--- src/frac_arith_pkg.sv ---
// fraction multiply, divide and shift-round datapath: shared types and constants
// assumes a sequencer on the same clock issuing one command at a time

package frac_arith_pkg;

    ////////////////////////////////////////////////////////////////////////////
    // word layout: sign-magnitude, sign in the top bit
    localparam int WORD_W   = 16;
    localparam int FRAC_W   = 15;
    localparam int EXT_W    = 16;
    localparam int DBL_W    = 31;
    localparam int SIGN_POS = 15;
    localparam int CNT_W    = 6;

    ////////////////////////////////////////////////////////////////////////////
    // divide sequencing
    localparam logic [4:0] DIV_STEPS      = 5'h10;
    localparam logic [5:0] QUO_ALIGN_CNT  = 6'h0f;

    ////////////////////////////////////////////////////////////////////////////
    // reset values and the largest fraction that rounding saturates to
    localparam logic [WORD_W-1:0] ACC_RST  = 16'h0000;
    localparam logic [EXT_W-1:0]  EXT_RST  = 16'h0000;
    localparam logic [FRAC_W-1:0] FRAC_MAX = 15'h7fff;

    ////////////////////////////////////////////////////////////////////////////
    typedef enum logic [2:0] {
        OP_LOAD                 = 3'b000,
        OP_MULTIPLY             = 3'b001,
        OP_DIVIDE               = 3'b010,
        OP_SHIFT_RIGHT_DOUBLE   = 3'b011,
        OP_SHIFT_LEFT_AND_ROUND = 3'b100
    } op_t;

    typedef enum logic [1:0] {
        ST_IDLE   = 2'b00,
        ST_DIVIDE = 2'b01
    } state_t;

    typedef struct packed {
        op_t               op;
        logic [WORD_W-1:0] operand;
        logic [CNT_W-1:0]  count;
    } cmd_t;

    typedef struct packed {
        state_t             state;
        logic [WORD_W-1:0]  acc;
        logic [EXT_W-1:0]   ext;
        logic               lsb_is_sign;
        logic               busy;
        logic               done;
        logic [EXT_W-1:0]   part_rem;
        logic [EXT_W-1:0]   dvd_low;
        logic [EXT_W-1:0]   quo;
        logic [FRAC_W-1:0]  divisor;
        logic               res_sign;
        logic [4:0]         steps;
    } arith_state_t;

endpackage

--- src/frac_arith.sv ---
// fraction multiply, divide and double-length shift datapath
// assumes commands come from logic on i_sys_clk and only while o_busy is low
`timescale 1ns/100ps

// Function
// - a multiply leaves sign plus a 31-bit fraction across accumulator and extension.
// - the last product fraction bit copies the sign and counts as zero.
// - shift-left-and-round shifts the double-length value left first, then rounds to 15 bits.
// - divide puts the shared sign in the accumulator sign, remainder beside it, quotient in ext.
// - the remainder lsb has the weight of the 31st dividend bit.
// - the first quotient bit has the weight of the first dividend bit.
// - double right shift moves accumulator bits into the extension.
// - shift-left-and-round by octal 17 after a divide aligns and rounds the quotient.
// - left shifts drop bits moved past the top fraction position.
module frac_arith
(
    input  wire logic                           i_sys_clk,
    input  wire logic                           i_reset_n,
    input  wire logic                           i_cmd_valid,
    input  wire frac_arith_pkg::cmd_t           i_cmd,
    output logic [frac_arith_pkg::WORD_W-1:0]   o_acc,
    output logic [frac_arith_pkg::EXT_W-1:0]    o_ext,
    output logic                                o_busy,
    output logic                                o_done
);

    ////////////////////////////////////////////////////////////////////////////
    frac_arith_pkg::arith_state_t r;
    frac_arith_pkg::arith_state_t next_r;

    logic [frac_arith_pkg::DBL_W-1:0]    dbl_field;
    logic [frac_arith_pkg::DBL_W-1:0]    dbl_masked;
    logic [frac_arith_pkg::DBL_W-1:0]    dbl_right;
    logic [frac_arith_pkg::DBL_W-1:0]    dbl_left;
    logic [frac_arith_pkg::FRAC_W-1:0]   rounded;
    logic [frac_arith_pkg::FRAC_W:0]     round_sum;
    logic [2*frac_arith_pkg::FRAC_W-1:0] product;
    logic                                prod_sign;
    logic [frac_arith_pkg::EXT_W-1:0]    trial;
    logic                                quo_bit;
    logic                                take;

    // a command while busy is dropped silently; the sequencer waits for done
    assign take = i_cmd_valid && !r.busy;

    ////////////////////////////////////////////////////////////////////////////
    // combinational datapath
    always_comb
    begin
        dbl_field = {r.acc[frac_arith_pkg::FRAC_W-1:0], r.ext};
        // the product's last bit is a sign echo, not data
        dbl_masked = dbl_field;
        if (r.lsb_is_sign)
        begin
            dbl_masked[0] = 1'b0;
        end
        // right shift and divide see the echo as zero too, so it can never
        // turn into a significant bit further down the chain
        dbl_right = dbl_masked >> i_cmd.count;
        dbl_left  = dbl_masked << i_cmd.count;
        round_sum = {1'b0, dbl_left[frac_arith_pkg::DBL_W-1:frac_arith_pkg::EXT_W]}
                  + {{frac_arith_pkg::FRAC_W{1'b0}}, dbl_left[frac_arith_pkg::EXT_W-1]};
        // carry out of the top bit would reach unity; hold at the largest fraction
        if (round_sum[frac_arith_pkg::FRAC_W])
        begin
            rounded = frac_arith_pkg::FRAC_MAX;
        end
        else
        begin
            rounded = round_sum[frac_arith_pkg::FRAC_W-1:0];
        end
        product   = r.acc[frac_arith_pkg::FRAC_W-1:0]
                  * i_cmd.operand[frac_arith_pkg::FRAC_W-1:0];
        prod_sign = r.acc[frac_arith_pkg::SIGN_POS] ^ i_cmd.operand[frac_arith_pkg::SIGN_POS];
        // restoring divide: bring down one dividend bit per step
        // trial is the remainder doubled plus the next dividend bit
        trial   = {r.part_rem[frac_arith_pkg::FRAC_W-1:0], r.dvd_low[frac_arith_pkg::EXT_W-1]};
        quo_bit = (trial >= {1'b0, r.divisor});
    end

    ////////////////////////////////////////////////////////////////////////////
    // next state
    always_comb
    begin
        next_r      = r;
        next_r.done = 1'b0;
        case (r.state)
            frac_arith_pkg::ST_IDLE:
            begin
                if (take)
                begin
                    case (i_cmd.op)
                        frac_arith_pkg::OP_LOAD:
                        begin
                            // a load ends any pending sign echo
                            next_r.acc         = i_cmd.operand;
                            next_r.ext         = frac_arith_pkg::EXT_RST;
                            next_r.lsb_is_sign = 1'b0;
                            next_r.done        = 1'b1;
                        end
                        frac_arith_pkg::OP_MULTIPLY:
                        begin
                            next_r.acc = {prod_sign,
                                          product[2*frac_arith_pkg::FRAC_W-1:
                                                  frac_arith_pkg::FRAC_W]};
                            next_r.ext = {product[frac_arith_pkg::FRAC_W-1:0], prod_sign};
                            // the echo stays in the last extension bit until the next command with a defined op code
                            next_r.lsb_is_sign = 1'b1;
                            next_r.done        = 1'b1;
                        end
                        frac_arith_pkg::OP_DIVIDE:
                        begin
                            // no guard on the divisor: its size and nonzero value are the
                            // program's to assure, otherwise the quotient is meaningless
                            next_r.part_rem = {1'b0, r.acc[frac_arith_pkg::FRAC_W-1:0]};
                            next_r.dvd_low  = dbl_masked[frac_arith_pkg::EXT_W-1:0];
                            next_r.divisor  = i_cmd.operand[frac_arith_pkg::FRAC_W-1:0];
                            next_r.res_sign = prod_sign;
                            next_r.quo      = frac_arith_pkg::EXT_RST;
                            next_r.steps    = frac_arith_pkg::DIV_STEPS;
                            next_r.busy     = 1'b1;
                            next_r.state    = frac_arith_pkg::ST_DIVIDE;
                        end
                        frac_arith_pkg::OP_SHIFT_RIGHT_DOUBLE:
                        begin
                            // sign stays put; bits leaving the extension are lost
                            next_r.acc = {r.acc[frac_arith_pkg::SIGN_POS],
                                          dbl_right[frac_arith_pkg::DBL_W-1:
                                                    frac_arith_pkg::EXT_W]};
                            next_r.ext         = dbl_right[frac_arith_pkg::EXT_W-1:0];
                            next_r.lsb_is_sign = 1'b0;
                            next_r.done        = 1'b1;
                        end
                        frac_arith_pkg::OP_SHIFT_LEFT_AND_ROUND:
                        begin
                            // with count 15 after a divide the quotient lands by its sign
                            // other counts after a divide lose quotient high bits or leave
                            // remainder bits on top; the count is the program's to choose
                            next_r.acc = {r.acc[frac_arith_pkg::SIGN_POS], rounded};
                            next_r.ext         = frac_arith_pkg::EXT_RST;
                            next_r.lsb_is_sign = 1'b0;
                            next_r.done        = 1'b1;
                        end
                        default:
                        begin
                            // unknown op codes finish at once and change nothing
                            next_r.done = 1'b1;
                        end
                    endcase
                end
            end
            frac_arith_pkg::ST_DIVIDE:
            begin
                // one quotient bit per cycle: sixteen cycles traded for a single
                // subtractor instead of a full array divider
                if (quo_bit)
                begin
                    next_r.part_rem = trial - {1'b0, r.divisor};
                end
                else
                begin
                    next_r.part_rem = trial;
                end
                next_r.dvd_low = {r.dvd_low[frac_arith_pkg::EXT_W-2:0], 1'b0};
                next_r.quo     = {r.quo[frac_arith_pkg::EXT_W-2:0], quo_bit};
                next_r.steps   = r.steps - 5'h01;
                if (r.steps == 5'h01)
                begin
                    // remainder lsb keeps the weight of the last dividend bit
                    next_r.acc = {r.res_sign,
                                  next_r.part_rem[frac_arith_pkg::FRAC_W-1:0]};
                    next_r.ext = {r.quo[frac_arith_pkg::EXT_W-2:0], quo_bit};
                    next_r.lsb_is_sign = 1'b0;
                    next_r.busy        = 1'b0;
                    next_r.done        = 1'b1;
                    next_r.state       = frac_arith_pkg::ST_IDLE;
                end
            end
            default:
            begin
                next_r.state = frac_arith_pkg::ST_IDLE;
                next_r.busy  = 1'b0;
            end
        endcase
    end

    ////////////////////////////////////////////////////////////////////////////
    // state register: async clear to constants, all else through next_r
    always_ff @(posedge i_sys_clk or negedge i_reset_n)
    begin
        if (!i_reset_n)
        begin
            r.state       <= frac_arith_pkg::ST_IDLE;
            r.acc         <= frac_arith_pkg::ACC_RST;
            r.ext         <= frac_arith_pkg::EXT_RST;
            r.lsb_is_sign <= 1'b0;
            r.busy        <= 1'b0;
            r.done        <= 1'b0;
            r.part_rem    <= frac_arith_pkg::EXT_RST;
            r.dvd_low     <= frac_arith_pkg::EXT_RST;
            r.quo         <= frac_arith_pkg::EXT_RST;
            r.divisor     <= '0;
            r.res_sign    <= 1'b0;
            r.steps       <= 5'h00;
        end
        else
        begin
            r <= next_r;
        end
    end

    ////////////////////////////////////////////////////////////////////////////
    // every output is a state register bit, never logic
    assign o_acc  = r.acc;
    assign o_ext  = r.ext;
    assign o_busy = r.busy;
    assign o_done = r.done;

endmodule

--- config.mk ---
export PLATFORM = sky130hd
export DESIGN_NAME = frac_arith
export DESIGN_NICKNAME = d
export VERILOG_FILES = /design/src/frac_arith_pkg.sv /design/src/frac_arith.sv
export SDC_FILE = /design/constraint.sdc
export NUM_CORES = 1
export LEC_CHECK = 0
export BUFFER_PORTS_ARGS = -buffer_cell sky130_fd_sc_hd__buf_4
export CORE_ASPECT_RATIO = 1.25
export CORE_MARGIN = 2
export CORE_UTILIZATION = 55
export CTS_CLUSTER_SIZE = 24
export DETAILED_ROUTE_END_ITERATION = 10
export GPL_TIMING_DRIVEN = 0
export PLACE_DENSITY = 0.72
export SKIP_CTS_REPAIR_TIMING = 1
export SYNTH_ARGS = -nofsm -noshare
export SYNTH_HDL_FRONTEND = slang
export SYNTH_SLANG_ARGS = --single-unit
export TNS_END_PERCENT = 30
--- constraint.sdc ---
create_clock -name i_sys_clk -period 15.1 [get_ports i_sys_clk]
set_input_delay 1.51 -clock i_sys_clk [delete_from_list [all_inputs] [get_ports i_sys_clk]]
set_output_delay 1.51 -clock i_sys_clk [all_outputs]
set_load 0.05 [all_outputs]
==> run metrics, run 1 <==
outcome=finished clean; clock latency on the worst-skew pair=roughly 0.37 ns; worst hold path class=reg -> reg; die area=0.03312 mm2; number of cells on the worst reg-to-reg path=22; CP Data Required Time=15.33 ns; Reg clk slew, reported paths=0.08 ns; clock tree from TritonCTS=done; primary flip-flop cell chosen by synthesis mapping=sky130_fd_sc_hd__dfrtp_1; final hold violation count=0; most common library cell in the layout ignoring fill and taps=sky130_fd_sc_hd__nand2_1; final worst path period need=8.335 ns; Avg WL per Cell=26.67 um; post-synthesis sequential element count=102; total track usage=0.4167; netlist area before placement=0.01742 mm2; cell at the slowest stage of the critical path=sky130_fd_sc_hd__a2111oi_0; final slew viol count=0; TritonCTS Sinks=102; via count of the routed design=16556; first-pass GRT wire length=just over 100 mm; layout cell share with drive strength beyond 1=0.1097; Worst Skew=0.01171 ns; unique cell type count in the Yosys netlist=92; sum of routed wire length over all layers=68.00 mm; endpoint of the worst hold-timing path=r[47]$_DFFE_PN0P_; setup tns final=0 ns; number of detailed-route iterations in the first pass=8; crit path setup slack, layout=between 6 and 7 ns; main area contributors after synthesis=sky130_fd_sc_hd__fa_1 (19%), sky130_fd_sc_hd__dfrtp_1 (15%), sky130_fd_sc_hd__ha_1 (8.1%), sky130_fd_sc_hd__nand2_1 (6.1%), sky130_fd_sc_hd__inv_1 (5.1%); initial drt markers=between 1500 and 2000; Crit path depth=22; final net count=2446; measured slew at the worst slew-check pin=1.332 ns; fmax=120.0 MHz; share of the yosys chip area belonging to registers=0.1465; buffers plus inverters on the worst setup path=5; worst-case clock buffer depth=2; worst-case hold slack=0.4866 ns; Die Span X=163.2 um; Reg area=0.002552 mm2; routed via count divided by cell count=6.493; fraction of post-synthesis cell area in the top cell type by area=0.1930; Mean Syn Cell Area=roughly 8.4 um2; vertical die dimension=203.0 um; number of buffers added by the clock tree synthesis step=9; CP most frequent cell=sky130_fd_sc_hd__fa_1; crit-path max cell delay=0.66 ns; net count of the mapped netlist=about 2400; category of cells accounting for the largest share of critical-path delay=adder cells; cell area after placement=0.01835 mm2; residual DRC count=0; kind of end point of the critical path=register; DPL Wire Length=53.73 mm; part of the cycle the worst path needs=0.5520; leading cell types in the layout, fill and taps excluded=sky130_fd_sc_hd__nand2_1 (281), sky130_fd_sc_hd__inv_1 (237), sky130_fd_sc_hd__fa_1 (168); area of the multi-input gates=0.01309 mm2; Slew headroom=0.1049; level count of the clock H-tree=3; register-to-register setup slack=between 6 and 7 ns; MaxCap Viol Count=0; Synth warnings=0; number of global-route vias before repair=16956; Synth-to-Final Area Change=7.318%; startpoint of the most critical register-to-register path=o_acc[8]$_DFFE_PN0P_; standard-cell rows=72; list of cells traversed by the critical path=clkbuf_1 -> clkbuf_1 -> nand2_1 -> fa_1 -> fa_1 -> inv_1 -> fa_1 -> fa_1 -> fa_1 -> inv_1 -> fa_1 -> inv_1 -> ha_1 -> a21o_1 -> a21o_1 -> a221o_1 -> a2111oi_0 -> o21bai_1 -> a21oi_1 -> xnor2_1 -> a221oi_1 -> o21ai_0; worst reg2reg endpoint=o_acc[12]$_DFFE_PN0P_; DRT antenna net count=0; area leader, netlist=sky130_fd_sc_hd__fa_1; starting utilization of the core area=0.5605; critical path start-end classification=in -> reg; worst hold path startpoint=r[47]$_DFFE_PN0P_; number of enable flip-flop cells after synthesis=0; core area=0.03108 mm2; final standard cell area without fillers=0.01870 mm2; placement-stage worst setup slack=6.377 ns; initial antenna violation count=3; cell chosen for the clock root=sky130_fd_sc_hd__clkbuf_16; unrepaired setup endpoints after global routing=false; pin count of the biggest net entering global routing=103; share of flip-flops with an asynchronous set or reset after synthesis=1.000; hold depth=2; total of buffers placed on input and output ports=56; sort of element at the start of the critical path=input pin; count of boundary I/O pins=62; total global routing overflow=0; RePlAce Congestion=1.003; Setup Viol. Count Final=0; # fillers=~2700; worst endpoint data arrival time=8.56 ns; Gate Count Post-Synth=roughly 2100; Critical Path Fanout Max=10
-- sequential cells by signal, indices dropped and copies added (netlist names) --
signal and count:
o_done 1, r 69, o_acc 16, o_ext 16
-- final cells by class --
| class | count | area share |
|---|---|---|
| Multi-Input combinational cell | 1555 | 0.7002 |
| Sequential cell | 102 | 0.1365 |
| Inverter | 237 | 0.04758 |
| Buffer | 175 | 0.04751 |
| Tap cell | 407 | 0.02724 |
| Timing Repair Buffer | 57 | 0.02416 |
| Clock buffer | 9 | 0.01205 |
| Clock inverter | 7 | 0.004618 |
| Antenna cell | 1 | 0.0001338 |
-- synth_stat cells, types with 43 or more instances --
master / count
sky130_fd_sc_hd__inv_1: 237
sky130_fd_sc_hd__mux2i_1: 66
sky130_fd_sc_hd__nand2_1: 281
sky130_fd_sc_hd__fa_1: 168
sky130_fd_sc_hd__a22oi_1: 63
sky130_fd_sc_hd__dfrtp_1: 102
sky130_fd_sc_hd__o21ai_0: 119
sky130_fd_sc_hd__and2_1: 140
sky130_fd_sc_hd__ha_1: 113
sky130_fd_sc_hd__a21oi_1: 67
sky130_fd_sc_hd__mux2_2: 43
sky130_fd_sc_hd__nor2_1: 109
sky130_fd_sc_hd__clkbuf_1: 104
-- how the worst max path moves through the flow --
stage	startpoint	slack, ns	endpoint
floorplan	i_cmd[14]	7.77	o_acc[12]$_DFFE_PN0P_
global placement	i_cmd[14]	6.51	o_acc[12]$_DFFE_PN0P_
detailed placement	i_cmd[14]	6.38	o_acc[12]$_DFFE_PN0P_
CTS	i_cmd[14]	6.75	o_acc[12]$_DFFE_PN0P_
global route	i_cmd[14]	6.40	o_acc[12]$_DFFE_PN0P_
finish	i_cmd[14]	6.77	o_acc[12]$_DFFE_PN0P_
-- through the flow --
| stage | cells | utilization |
|---|---|---|
| 6_report | 2550 | 0.6016 |
| 5_1_grt | 2549 | 0.6015 |
| 4_1_cts | 2548 | 0.6005 |
| 3_5_place_dp | 2532 | 0.5905 |
| 3_3_place_gp | 2532 | 0.5905 |
| 2_1_floorplan | 2069 | - |
-- logic make-up (layout without fill, tap and decap cells) --
kind of cell               after synthesis  after routing  share of synthesized area
other                                    0              1                          0
buffers and inverters                  412            485                     0.1021
and+or+nand+nor                        668            668                     0.1868
muxes                                  139            139                     0.1044
xor gates and xnor gates                42             42                    0.02111
adders and majority gates              281            281                     0.2742
AOI/OAI and AO/OA                      425            425                     0.1649
DFF                                    102            102                     0.1465
-- layer usage --
| metal | vias to the layer above | GRT usage | wire length (um) | share of wire |
|---|---|---|---|---|
| met3 | 332 | 0.07293 | 5881 | 0.086 |
| li1 | 7090 | - | - | - |
| met5 | - | 0 | 29 | 0.00043 |
| met1 | 8086 | 0.4738 | 23730 | 0.35 |
| met4 | 4 | 0.2598 | 5331 | 0.078 |
| met2 | 1044 | 0.7217 | 33030 | 0.49 |
-- tightest hold or removal path, cell delays in order (launching register included) --
cell and delay [ns]:
sky130_fd_sc_hd__dfrtp_1 0.35, sky130_fd_sc_hd__nand2_1 0.05, sky130_fd_sc_hd__nand2_1 0.06
Power of run 1 is not shown: default switching activity piles up to over one toggle a cycle in this logic, so the estimate is an artifact.
==> inputs of run 2 (changes only) <==
==> constraint.sdc (replaced) <==
create_clock -name i_sys_clk -period 8.4 [get_ports i_sys_clk]
set_input_delay 0.84 -clock i_sys_clk [delete_from_list [all_inputs] [get_ports i_sys_clk]]
set_output_delay 0.84 -clock i_sys_clk [all_outputs]
set_load 0.05 [all_outputs]
==> run 2 against run 1 <==
  * Setup slack got worse by 6.4 ns
  * Utilization barely moved
  * Clock skew barely moved
  * First-iteration DRC count fell by 1.1%
  * Global-route usage did not move
  * Via count fell by 0.60%
  * Worst hold slack got worse by 0.24 ns
==> run metrics, run 2 (synthesis gave the netlist of run 1 again) <==
Synth-to-Final Area Change=7.390% (was 7.318%); list of cells traversed by the critical path=clkbuf_1 -> clkbuf_1 -> and2_1 -> fa_1 -> inv_1 -> fa_1 -> inv_1 -> fa_1 -> fa_1 -> fa_1 -> inv_1 -> fa_1 -> inv_1 -> ha_1 -> inv_1 -> a211oi_1 -> o41ai_2 -> o311ai_0 -> a21oi_1 -> xnor2_1 -> a2111oi_2 -> o21ai_1 (was clkbuf_1 -> clkbuf_1 -> nand2_1 -> fa_1 -> fa_1 -> inv_1 -> fa_1 -> fa_1 -> fa_1 -> inv_1 -> fa_1 -> inv_1 -> ha_1 -> a21o_1 -> a21o_1 -> a221o_1 -> a2111oi_0 -> o21bai_1 -> a21oi_1 -> xnor2_1 -> a221oi_1 -> o21ai_0); sum of routed wire length over all layers=68.12 mm (was 68.00 mm); clock latency on the worst-skew pair=0.37 ns (about the same); DPL Wire Length=53.73 mm (unchanged); total of buffers placed on input and output ports=56 (unchanged); CP most frequent cell=sky130_fd_sc_hd__fa_1 (unchanged); vertical die dimension=203.0 um (unchanged); sort of element at the start of the critical path=register (was input pin); total track usage=0.4167 (unchanged); final net count=2446 (unchanged); residual DRC count=0 (unchanged); Reg clk slew, reported paths=0.08 ns (about the same); Slew headroom=0.1030 (was 0.1049); placed cell count=2532 (unchanged); register with the highest flop count=r (unchanged); kind of end point of the critical path=register (unchanged); buffers plus inverters on the worst setup path=7 (was 5); layout cell share with drive strength beyond 1=0.1116 (was 0.1097); Avg WL per Cell=26.71 um (was 26.67 um); DRT antenna net count=0 (unchanged); unrepaired setup endpoints after global routing=false (unchanged); category of cells accounting for the largest share of critical-path delay=adder cells (unchanged); Worst Skew=0.01144 ns (was 0.01171 ns); final hold violation count=0 (unchanged); setup tns final=0 ns (unchanged); number of detailed-route iterations in the first pass=7 (was 8); total global routing overflow=0 (unchanged); number of buffers added by the clock tree synthesis step=9 (unchanged); flip-flop count of the largest register after layout=69 (unchanged); standard-cell rows=72 (unchanged); worst-case clock buffer depth=2 (unchanged); starting utilization of the core area=0.5605 (unchanged); fmax=124.5 MHz; outcome=finished clean (unchanged); cell area after placement=0.01835 mm2 (unchanged); first-pass GRT wire length=102.6 mm (unchanged); leading cell types in the layout, fill and taps excluded=sky130_fd_sc_hd__nand2_1 (281), sky130_fd_sc_hd__inv_1 (237), sky130_fd_sc_hd__fa_1 (168) (unchanged); number of global-route vias before repair=16956 (unchanged); # fillers=2704 (was 2702); share of the core filled with cells in the final layout=0.6020 (was 0.6016); initial drt markers=1650 (was 1669); die area=0.03312 mm2 (unchanged); final slew viol count=0 (unchanged); final standard cell area without fillers=0.01871 mm2 (was 0.01870 mm2); level count of the clock H-tree=3 (unchanged); TritonCTS Sinks=102 (unchanged); MaxCap Viol Count=0 (unchanged); launch point of the worst path=o_acc[6]$_DFFE_PN0P_ (was i_cmd[14]); routed via count divided by cell count=6.454 (was 6.493); crit-path max cell delay=0.80 ns (was 0.66 ns); Setup Viol. Count Final=0 (unchanged); measured slew at the worst slew-check pin=1.335 ns (was 1.332 ns); RePlAce Congestion=1.003 (unchanged); part of the cycle the worst path needs=0.9564; pin count of the biggest net entering global routing=103 (unchanged); cell at the slowest stage of the critical path=sky130_fd_sc_hd__a211oi_1 (was sky130_fd_sc_hd__a2111oi_0); Critical Path Fanout Max=10 (unchanged); CP Data Required Time=8.64 ns (was 15.33 ns); worst endpoint data arrival time=8.27 ns (was 8.56 ns); most common library cell in the layout ignoring fill and taps=sky130_fd_sc_hd__nand2_1 (unchanged); cell chosen for the clock root=sky130_fd_sc_hd__clkbuf_16 (unchanged); post-route insts no fill=2550 (unchanged); register-to-register setup slack=0.37 ns (was 6.91 ns); count of boundary I/O pins=62 (unchanged); critical path start-end classification=reg -> reg (was in -> reg); worst hold path class=in -> async (was reg -> reg); initial antenna violation count=3 (unchanged); final worst path period need=around 8 ns; core area=0.03108 mm2 (unchanged); clock tree from TritonCTS=done (unchanged); via count of the routed design=16457 (was 16556); startpoint of the most critical register-to-register path=o_acc[6]$_DFFE_PN0P_ (was o_acc[8]$_DFFE_PN0P_); Die Span X=163.2 um (unchanged)
==> run 2: cell count changes in the layout (fill, tap and decap cells not counted) <==
| cell | before | now |
|---|---|---|
| sky130_fd_sc_hd__clkbuf_2 | 0 | 4 |
| sky130_fd_sc_hd__a2111oi_1 | 0 | 1 |
| sky130_fd_sc_hd__clkbuf_1 | 104 | 99 |
| sky130_fd_sc_hd__a2111oi_0 | 3 | 2 |
| sky130_fd_sc_hd__clkdlybuf4s15_1 | 0 | 1 |
==> run 2: area by class of cell <==
class | instances | area (um2) | share of cell area
buffer | 175 | 899.6 | 0.04808
tap | 407 | 509.2 | 0.02722
sequential | 102 | 2552 | 0.1364
multi-input combinational | 1555 | 13090 | 0.6998
clock buffer | 9 | 225.2 | 0.01204
inverter | 237 | 889.6 | 0.04755
clock inverter | 7 | 86.33 | 0.004614
antenna | 1 | 2.502 | 0.0001338
timing repair buffer | 57 | 451.7 | 0.02414
==> run 2: worst paths after layout <==
| check | depth (start not counted) | endpoint |
|---|---|---|
| hold reg to reg | 2 | r[47]$_DFFE_PN0P_ |
| min in group i_sys_clk | 2 | r[47]$_DFFE_PN0P_ |
| setup reg to reg | 22 | o_acc[6]$_DFFE_PN0P_ |
| hold / removal | 1 | o_acc[3]$_DFFE_PN0P_ |
| max in group asynchronous | 2 | o_ext[15]$_DFFE_PN0P_ |
| setup / recovery | 22 | o_acc[6]$_DFFE_PN0P_ |
==> run 2: metal layers <==
| metal | part of all wire | global-route usage | vias to the layer above |
|---|---|---|---|
| met1 | 0.36 | 0.4738 | 8080 |
| met3 | 0.078 | 0.07293 | 326 |
| met4 | 0.076 | 0.2598 | 4 |
| li1 | - | - | 7096 |
| met2 | 0.49 | 0.7217 | 951 |
| met5 | 0.00041 | 0 | - |
==> run 2: per-stage QoR <==
step / worst slack (ns) / hold WS, ns
3_3_place_gp: 0.3996 / 0.4603
3_5_place_dp: 0.2976 / 0.4646
2_1_floorplan: 1.739 / 0.4460
4_1_cts: 0.2951 / 0.4894
5_1_grt: 0.1507 / 0.2459
6_report: 0.3662 / 0.2510
Power of run 2 is left out for the same reason.
